**src/gate_predriver_cfg.svh**
```systemverilog
`ifndef GATE_PREDRIVER_CFG_SVH
`define GATE_PREDRIVER_CFG_SVH
// How it works
// RQ1 - Timer code picks 30 to 960 us
// RQ2 - Drain over threshold too long switches off
// RQ3 - Detected at once, declared after timer
// RQ4 - Per-channel retry bit returns output after inhibit
// RQ5 - Retry off time is hundred fault times
// RQ6 - Retry only if not commanded off meanwhile
// RQ7 - Shutdown mode latches off until fresh on
// RQ8 - PWM short: off interval, resume next cycle
// RQ9 - Host keeps timer below minimum on-time
// RQ10 - New frequency and duty apply at rising edge
// RQ11 - PWM switched by parallel or serial bit
// RQ12 - On/off changes wait for period start
// RQ13 - Duty one percent per count, capped
// RQ14 - Frequency code gives 10 Hz to 1.28 kHz
// RQ15 - Short pulses escape fault timer detection
// RQ16 - Gate output truth table in general mode
// RQ17 - Threshold code picks 0.5 to 3.0 V
// RQ18 - Serial on bits drive general outputs only
// RQ19 - Retry interval counted on calibrated timebase
// RQ20 - Short flag sticks until status read

`define CHANNELS             4
`define CLOCK_HZ             100000000
`define US_PER_S             1000000
`define TICK_US_CYCLES       (`CLOCK_HZ / `US_PER_S)
`define FAULT_TIMER_BASE_US  30
`define FAULT_TIMER_RESET    3'h3
`define FAULT_TIMER_MAX_CODE 3'h5
`define THRESHOLD_RESET      3'h3
`define THRESHOLD_MAX_CODE   3'h5
`define RETRY_MULT           100
`define PWM_BASE_HZ          10
`define PWM_STEPS            100
`define PWM_BASE_STEP_CYCLES (`CLOCK_HZ / (`PWM_BASE_HZ * `PWM_STEPS))
`define PWM_LAST_STEP        7'h63
`define DUTY_FULL            7'h64
`define DUTY_LSB             0
`define DUTY_MSB             6
`define FREQ_LSB             7
`define FREQ_MSB             9
`define FREQ_RESET           3'h0
`define DUTY_RESET           7'h00
`endif

```
**src/gate_predriver_pkg.sv**
```systemverilog
`include "gate_predriver_cfg.svh"
package gate_predriver_pkg;
  typedef enum logic [1:0] {
    CH_NORMAL     = 2'b00,
    CH_RETRY_WAIT = 2'b01,
    CH_LATCHED    = 2'b10
  } fault_state_type;

  typedef struct packed {
    logic [2:0] freq;
    logic [6:0] duty;
  } pwm_setting_type;

  typedef struct packed {
    logic       write;
    logic [1:0] channel;
    logic [9:0] data;
  } pwm_command_type;

  typedef struct packed {
    fault_state_type fstate;
    logic [9:0]      fault_cnt;
    logic [16:0]     off_cnt;
    logic            cmd_prev;
    logic            cmd_off_seen;
    logic            short_flag;
    logic            pwm_hold;
    logic            run;
    pwm_setting_type pending;
    pwm_setting_type active;
    logic [16:0]     step_cnt;
    logic [6:0]      pct;
    logic            out;
  } channel_type;

  typedef struct packed {
    logic [`CHANNELS-1:0]  gin_meta;
    logic [`CHANNELS-1:0]  gin_sync;
    logic [`CHANNELS-1:0]  fb_meta;
    logic [`CHANNELS-1:0]  fb_sync;
    logic [6:0]            us_cnt;
    logic                  us_tick;
    logic [2:0]            timer_code;
    logic [2:0]            threshold_code;
    channel_type [`CHANNELS-1:0] ch;
  } ctrl_state_type;
endpackage

```
**src/gate_predriver_pwm_fault_ctrl.sv**
```systemverilog
`timescale 1ns/100ps
`include "gate_predriver_cfg.svh"
module gate_predriver_pwm_fault_ctrl #(
  parameter int PWM_STEP_CYCLES = `PWM_BASE_STEP_CYCLES
) (
  input  wire logic                            clock,
  input  wire logic                            rst,
  input  wire logic [`CHANNELS-1:0]            gate_parallel_input,
  input  wire logic [`CHANNELS-1:0]            drain_feedback_input,
  input  wire logic [`CHANNELS-1:0]            spi_gate_on,
  input  wire logic [`CHANNELS-1:0]            pwm_channel_enable,
  input  wire logic [`CHANNELS-1:0]            ignition_or_general_select,
  input  wire logic [`CHANNELS-1:0]            retry_shutdown,
  input  wire logic                            fault_timer_write,
  input  wire logic [2:0]                      short_fault_timer_field,
  input  wire logic                            threshold_write,
  input  wire logic [2:0]                      drain_threshold_field,
  input  wire gate_predriver_pkg::pwm_command_type pwm_frequency_duty_command,
  input  wire logic                            fault_status_read,
  output logic [`CHANNELS-1:0]                 gate_drive_output,
  output logic [`CHANNELS-1:0]                 short_fault_flag,
  output logic [2:0]                           drain_threshold_select,
  output logic [2:0]                           fault_timer_select
);
  import gate_predriver_pkg::*;

  ctrl_state_type       s;
  ctrl_state_type       next_s;
  logic [`CHANNELS-1:0] cmd;
  logic [`CHANNELS-1:0] over;
  logic [`CHANNELS-1:0] declare;
  logic [`CHANNELS-1:0] period_start;
  logic [`CHANNELS-1:0] wave;
  logic [`CHANNELS-1:0] base;
  logic [9:0]           limit_us;
  logic [16:0]          off_len;
  logic [16:0]          step_len [`CHANNELS];
  logic [6:0]           duty_eff [`CHANNELS];

  always_comb begin
    next_s = s;
    cmd = '0;
    over = '0;
    declare = '0;
    period_start = '0;
    wave = '0;
    base = '0;
    for (int i = 0; i < `CHANNELS; i++) begin
      step_len[i] = '0;
      duty_eff[i] = '0;
    end

    next_s.gin_meta = gate_parallel_input;
    next_s.gin_sync = s.gin_meta;
    next_s.fb_meta  = drain_feedback_input;
    next_s.fb_sync  = s.fb_meta;

    // The microsecond tick is the calibrated timebase for every fault count.
    next_s.us_tick = 1'b0;
    if (s.us_cnt >= 7'(`TICK_US_CYCLES - 1)) begin // [RQ19]
      next_s.us_cnt  = '0;
      next_s.us_tick = 1'b1;
    end else begin
      next_s.us_cnt = s.us_cnt + 7'h01;
    end

    // Codes above the top entry keep the old setting.
    if (fault_timer_write && short_fault_timer_field <= `FAULT_TIMER_MAX_CODE) begin // [RQ1]
      next_s.timer_code = short_fault_timer_field;
    end
    if (threshold_write && drain_threshold_field <= `THRESHOLD_MAX_CODE) begin // [RQ17]
      next_s.threshold_code = drain_threshold_field;
    end

    limit_us = 10'(`FAULT_TIMER_BASE_US) << s.timer_code; // [RQ1]
    off_len  = 17'(`RETRY_MULT) * 17'(limit_us); // [RQ5]

    for (int i = 0; i < `CHANNELS; i++) begin
      // Ignition channels ignore the serial bit and run off the pin alone.
      cmd[i] = (spi_gate_on[i] & ignition_or_general_select[i]) | s.gin_sync[i]; // [RQ18]

      if (pwm_frequency_duty_command.write && pwm_frequency_duty_command.channel == 2'(i)) begin
        next_s.ch[i].pending.duty = pwm_frequency_duty_command.data[`DUTY_MSB:`DUTY_LSB];
        next_s.ch[i].pending.freq = pwm_frequency_duty_command.data[`FREQ_MSB:`FREQ_LSB];
      end

      // Each doubling of frequency halves the length of one percent step.
      step_len[i] = 17'(PWM_STEP_CYCLES) >> s.ch[i].active.freq; // [RQ14]
      if (s.ch[i].step_cnt >= step_len[i] - 17'h0_0001) begin
        next_s.ch[i].step_cnt = '0;
        if (s.ch[i].pct >= `PWM_LAST_STEP) begin
          next_s.ch[i].pct = '0;
          period_start[i]  = 1'b1;
        end else begin
          next_s.ch[i].pct = s.ch[i].pct + 7'h01;
        end
      end else begin
        next_s.ch[i].step_cnt = s.ch[i].step_cnt + 17'h0_0001;
      end

      if (period_start[i]) begin
        next_s.ch[i].active = s.ch[i].pending; // [RQ10]
        next_s.ch[i].run    = cmd[i]; // [RQ11] [RQ12]
        if (s.ch[i].fstate == CH_NORMAL) begin
          next_s.ch[i].pwm_hold = 1'b0; // [RQ8]
        end
      end

      duty_eff[i] = (next_s.ch[i].active.duty > `DUTY_FULL) ? `DUTY_FULL : next_s.ch[i].active.duty; // [RQ13]
      wave[i] = next_s.ch[i].pct < duty_eff[i];

      // Short detection only looks at a general channel that is driven on.
      over[i] = s.fb_sync[i] & s.ch[i].out & ignition_or_general_select[i]; // [RQ3]
      if (!over[i]) begin
        next_s.ch[i].fault_cnt = '0;
      end else if (s.us_tick && s.ch[i].fault_cnt <= limit_us) begin
        next_s.ch[i].fault_cnt = s.ch[i].fault_cnt + 10'h001;
      end
      // Declared only once the excess has outlasted the timer; short pulses never get there.
      declare[i] = over[i] && (s.ch[i].fault_cnt > limit_us); // [RQ3] [RQ15]

      next_s.ch[i].cmd_prev = cmd[i];

      case (s.ch[i].fstate)
        CH_NORMAL: begin
          if (declare[i]) begin
            next_s.ch[i].fault_cnt    = '0;
            next_s.ch[i].off_cnt      = off_len; // [RQ5] [RQ19]
            next_s.ch[i].cmd_off_seen = 1'b0;
            next_s.ch[i].pwm_hold     = pwm_channel_enable[i]; // [RQ8]
            if (pwm_channel_enable[i] || retry_shutdown[i]) begin
              next_s.ch[i].fstate = CH_RETRY_WAIT; // [RQ4] [RQ8]
            end else begin
              next_s.ch[i].fstate = CH_LATCHED; // [RQ7]
            end
          end
        end
        CH_RETRY_WAIT: begin
          if (!cmd[i]) begin
            next_s.ch[i].cmd_off_seen = 1'b1; // [RQ6]
          end
          if (s.us_tick) begin
            if (s.ch[i].off_cnt <= 17'h0_0001) begin
              // An off command during the wait means only a fresh on may restart.
              next_s.ch[i].off_cnt = '0;
              next_s.ch[i].fstate  = (s.ch[i].cmd_off_seen || !cmd[i]) ? CH_LATCHED : CH_NORMAL; // [RQ6]
            end else begin
              next_s.ch[i].off_cnt = s.ch[i].off_cnt - 17'h0_0001; // [RQ19]
            end
          end
        end
        CH_LATCHED: begin
          if (cmd[i] && !s.ch[i].cmd_prev) begin
            next_s.ch[i].fstate = CH_NORMAL; // [RQ7]
          end
        end
        default: begin
          next_s.ch[i].fstate = CH_NORMAL;
        end
      endcase

      // A short arriving in the read cycle keeps its flag.
      next_s.ch[i].short_flag = (s.ch[i].short_flag & ~fault_status_read) | declare[i]; // [RQ20]

      if (!ignition_or_general_select[i]) begin
        base[i] = s.gin_sync[i];
      end else if (pwm_channel_enable[i]) begin
        base[i] = next_s.ch[i].run & wave[i] & ~next_s.ch[i].pwm_hold; // [RQ16]
      end else begin
        base[i] = cmd[i]; // [RQ16]
      end
      next_s.ch[i].out = base[i] & (~ignition_or_general_select[i] | (next_s.ch[i].fstate == CH_NORMAL)); // [RQ2]
    end
  end

  always_ff @(posedge clock or posedge rst) begin
    if (rst) begin
      s <= '0;
      s.timer_code <= `FAULT_TIMER_RESET;
      s.threshold_code <= `THRESHOLD_RESET;
      for (int i = 0; i < `CHANNELS; i++) begin
        s.ch[i].fstate <= CH_NORMAL;
        s.ch[i].pending <= {`FREQ_RESET, `DUTY_RESET};
        s.ch[i].active <= {`FREQ_RESET, `DUTY_RESET};
      end
    end else begin
      s <= next_s;
    end
  end

  always_comb begin
    for (int i = 0; i < `CHANNELS; i++) begin
      gate_drive_output[i] = s.ch[i].out;
      short_fault_flag[i]  = s.ch[i].short_flag;
    end
    drain_threshold_select = s.threshold_code;
    fault_timer_select     = s.timer_code;
  end

  for (genvar g = 0; g < `CHANNELS; g++) begin : chk

  end
endmodule

```
**config.mk**
```make
export PLATFORM = sky130hd
export DESIGN_NAME = gate_predriver_pwm_fault_ctrl
export DESIGN_NICKNAME = d
export VERILOG_FILES = /design/src/gate_predriver_pkg.sv /design/src/gate_predriver_pwm_fault_ctrl.sv
export VERILOG_INCLUDE_DIRS = /design/src
export SDC_FILE = /design/constraint.sdc
export NUM_CORES = 1
export LEC_CHECK = 0
export ABC_AREA = 0
export BUFFER_PORTS_ARGS = -buffer_cell sky130_fd_sc_hd__buf_2
export CORE_ASPECT_RATIO = 1.75
export CORE_UTILIZATION = 25
export CTS_CLUSTER_SIZE = 10
export DETAILED_ROUTE_END_ITERATION = 10
export PLACE_DENSITY_LB_ADDON = 0.08
export SKIP_CTS_REPAIR_TIMING = 1
export SYNTH_ARGS = -nofsm -noshare
export SYNTH_HDL_FRONTEND = slang
export SYNTH_SLANG_ARGS = --single-unit
```
**constraint.sdc**
```tcl
create_clock -name clock -period 11.4 [get_ports clock]
set_input_delay 1.71 -clock clock [delete_from_list [all_inputs] [get_ports clock]]
set_output_delay 1.71 -clock clock [all_outputs]
set_load 0.005 [all_outputs]
```
==> flow_metrics.py <==
metrics = {
    "run_status": {
        "outcome": "finished, final reports clean",
    },
    "die": {
        "die_height_microns": 391,
        "core_sq_um": 85600,
        "initial_core_util_pct": 25.3,
        "rows": 142,
        "dieArea_sq_um": 87900,
        "fp.dieW_microns": 225,
        "boundaryPins": 62,
    },
    "synth": {
        "syn_nets": 2641,
        "synth-seq-area-share_pct": 40.0,
        "yosysWarnings": 0,
        "synthFlopType": "dfrtp_1",
        "yosysTopAreaCellShare_pct": 39.5,
        "synth.area.top_cells": "dfrtp_1 39%, ha_1 12%, nor2_1 5.0%",
        "synth.avg_cell_area_sq_um": 9.12,
        "yosysMostFrequentCell": "dfrtp_1",
        "synth_cell_types": 84,
        "synth-seq-cells": 346,
        "synth_edf_count": 0,
        "syn-cell-area_sq_um": 21700,
        "synthTopCellsByCount": "342 x dfrtp_1, 288 x nor2_1, 211 x ha_1",
        "synthCells": 2375,
        "ys_async_sr_fraction_pct": 100,
        "yosys.area.top_type": "dfrtp_1",
    },
    "placed_design": {
        "place_inst": 3511,
        "numPortBuffers": 61,
        "dp_hpwl_mm": 47.8,
        "gp_congestion": 0.827,
        "dp_slack_ps": 5170,
    },
    "critical_path": {
        "regToRegSetupSlack_ps": 5090,
        "r2r_end": "gate_drive_output[3]",
        "path_max_fanout": 34,
        "cp-start-kind": "flop",
        "worstPathRequired_ps": 11930,
        "arrival_ps": 6840,
        "rr_startpoint": "s[271]",
        "ff2ff_path_depth": 22,
        "end_kind": "flop",
        "crit_type": "flop to flop",
    },
    "finish": {
        "n_antenna_cell": 0,
        "utilization_pct": 28.5,
        "nets": 2670,
        "syn_to_final_growth_pct": 12.6,
        "final_cells": 3577,
        "drive_gt1_share_pct": 9.40,
    },
    "timing": {
        "finalCritPeriodShare_pct": 55.3,
        "max_clock_freq_mhz": 159,
        "grt_setup_unrepaired": "no",
        "finalClockSkew_ps": 28.0,
        "max_slew_margin_pct": 27.3,
        "finalSetupTns_ps": 0,
        "setup_viol": 0,
        "hold_violations": 0,
        "report.final.slew_viol_count": 0,
        "setup_slack_ps": 5090,
        "worstMarginPinSlew_ps": 1090,
        "period_needed_ps": 6310,
    },
    "power_and_ir_drop": {
        "powerDensity_nw_per_um2": 125,
        "ir_worst_vdd_mv": 0.0883,
        "leakage_nw": 10.9,
    },
    "clocking": {
        "cts_root_buffer": "clkbuf_16",
        "cts_tree": "done",
        "clk-insertion-delay-late_ps": 600,
        "clockBufferDepth": 3,
        "cts_buffers": 43,
        "h-tree-depth": 2,
        "clock-sinks": 346,
        "clk_pin_slew_ps": 60,
    },
    "drt": {
        "drc": 0,
        "wl_per_cell_microns": 17.9,
        "viasPerCell": 4.83,
        "dr.pass1.iters": 7,
        "vias": 17300,
        "ant_nets": 0,
        "wirelength_mm": 63.9,
        "drtIter0Drc": 717,
    },
    "hold_path": {
        "hold_path_class": "flop to flop",
        "holdPathEnd": "s[339]",
        "hold_depth": 0,
        "min_from": "next_s[339]",
    },
    "global_routing": {
        "grt_pass1_vias": 18100,
        "grtUsageTotal_pct": 14.9,
        "grt_max_degree": 159,
        "antenna_found_initial": 1,
        "grt-ovfl-total": 0,
        "grt_pass1_wl_mm": 102,
    },
    "run": {
        "maxCapViolCount": 0,
    },
}
## through the flow
stage / power, mW / hold WS, ps / instance area [sq um]
after detailed placement: 1.77 / 335 / 23100
after CTS: 3.13 / 347 / 24400
final: 3.04 / 345 / 24400
after floorplan: 1.59 / 331 / 21700
after global placement: 1.77 / 332 / 23100
after global routing: 3.20 / 356 / 24400
## cells by family (layout without fill, tap and decap cells)
group / count (synthesis) / in the layout / share of synthesized area [%]
adder cells (fa/ha/maj): 218 / 218 / 12.8
flip-flops: 346 / 346 / 40.0
buffers and inverters: 211 / 261 / 3.98
XOR/XNOR: 118 / 118 / 4.77
AND/OR/NAND/NOR: 852 / 852 / 19.0
AO/OA/AOI/OAI: 545 / 545 / 15.2
multiplexers: 85 / 85 / 4.33
## layer usage
| layer | vias up | track usage, % | routed length (microns) |
|---|---|---|---|
| li1 | 8498 | - | - |
| met1 | 8431 | 15.6 | 24700 |
| met2 | 251 | 29.6 | 35700 |
| met3 | 96 | 2.03 | 1680 |
| met4 | 2 | 5.06 | 1890 |
| met5 | - | 0 | 13 |
## how the worst max path moves through the flow
stage,start,to,slack (ps),cells after the start
after floorplan,rst,drain_threshold_select[2],100,1
after global placement,s[192],gate_drive_output[2],5330,20
after detailed placement,s[271],gate_drive_output[3],5170,22
after CTS,s[271],gate_drive_output[3],5160,22
after global routing,s[271],gate_drive_output[3],4570,22
final,s[271],gate_drive_output[3],5090,22
## where the power goes
part / switching [mW] / internal, mW / leakage [nW] / total [mW]
registers: 0.0404 / 1.27 / 4.50 / 1.31
clock network: 0.553 / 0.754 / 0.628 / 1.31
logic: 0.274 / 0.146 / 5.77 / 0.421
total: 0.868 / 2.17 / 10.9 / 3.04
## cell type report
type | count | area (sq um)
fillers | 9236 | 61200
multi-input cells | 1818 | 12100
flip-flops and latches | 346 | 8660
well taps | 1152 | 1440
clock buffers | 60 | 1210
inverters | 122 | 465
repair buffers | 73 | 408
clock inverters | 6 | 70.1
## registers in the layout, summed over array words and instances (netlist names)
name                    flops
short_fault_flag            4
next_s                      8
s                         324
gate_drive_output           4
drain_threshold_select      3
fault_timer_select          3
## worst max-delay path, stage by stage (launching register included)
cell       delay [ps]
dfrtp_1           660
inv_1             370
ha_1              430
inv_1              60
a2111oi_0         580
a41oi_1           230
ha_1              360
nand4_1           140
or4_1             560
o211ai_2          150
buf_4             330
nand2_1           380
nand4_1           220
o21ai_1           160
nand2b_1          200
ha_1              300
a21oi_1           160
nor2b_1            60
o21ai_0           150
o2111a_1          200
nand2_1            60
a2111oi_2         300
o21a_1            180
## layout by cell type (no fill, tap or decap), drive strengths merged, types with 18 or more instances in the layout
master	instances
nand3	101
nor4	24
nand2b	18
a22oi	20
mux2	67
nor2	288
xnor2	49
ha	211
nand4	37
o21ai	220
or3	19
nor2b	37
nor3	62
dfrtp	342
nand2	161
a21o	20
clkbuf	60
a21oi	152
xor2	69
mux2i	18
buf	73
inv	122
and3	44
(Power assumes the default switching activity.)
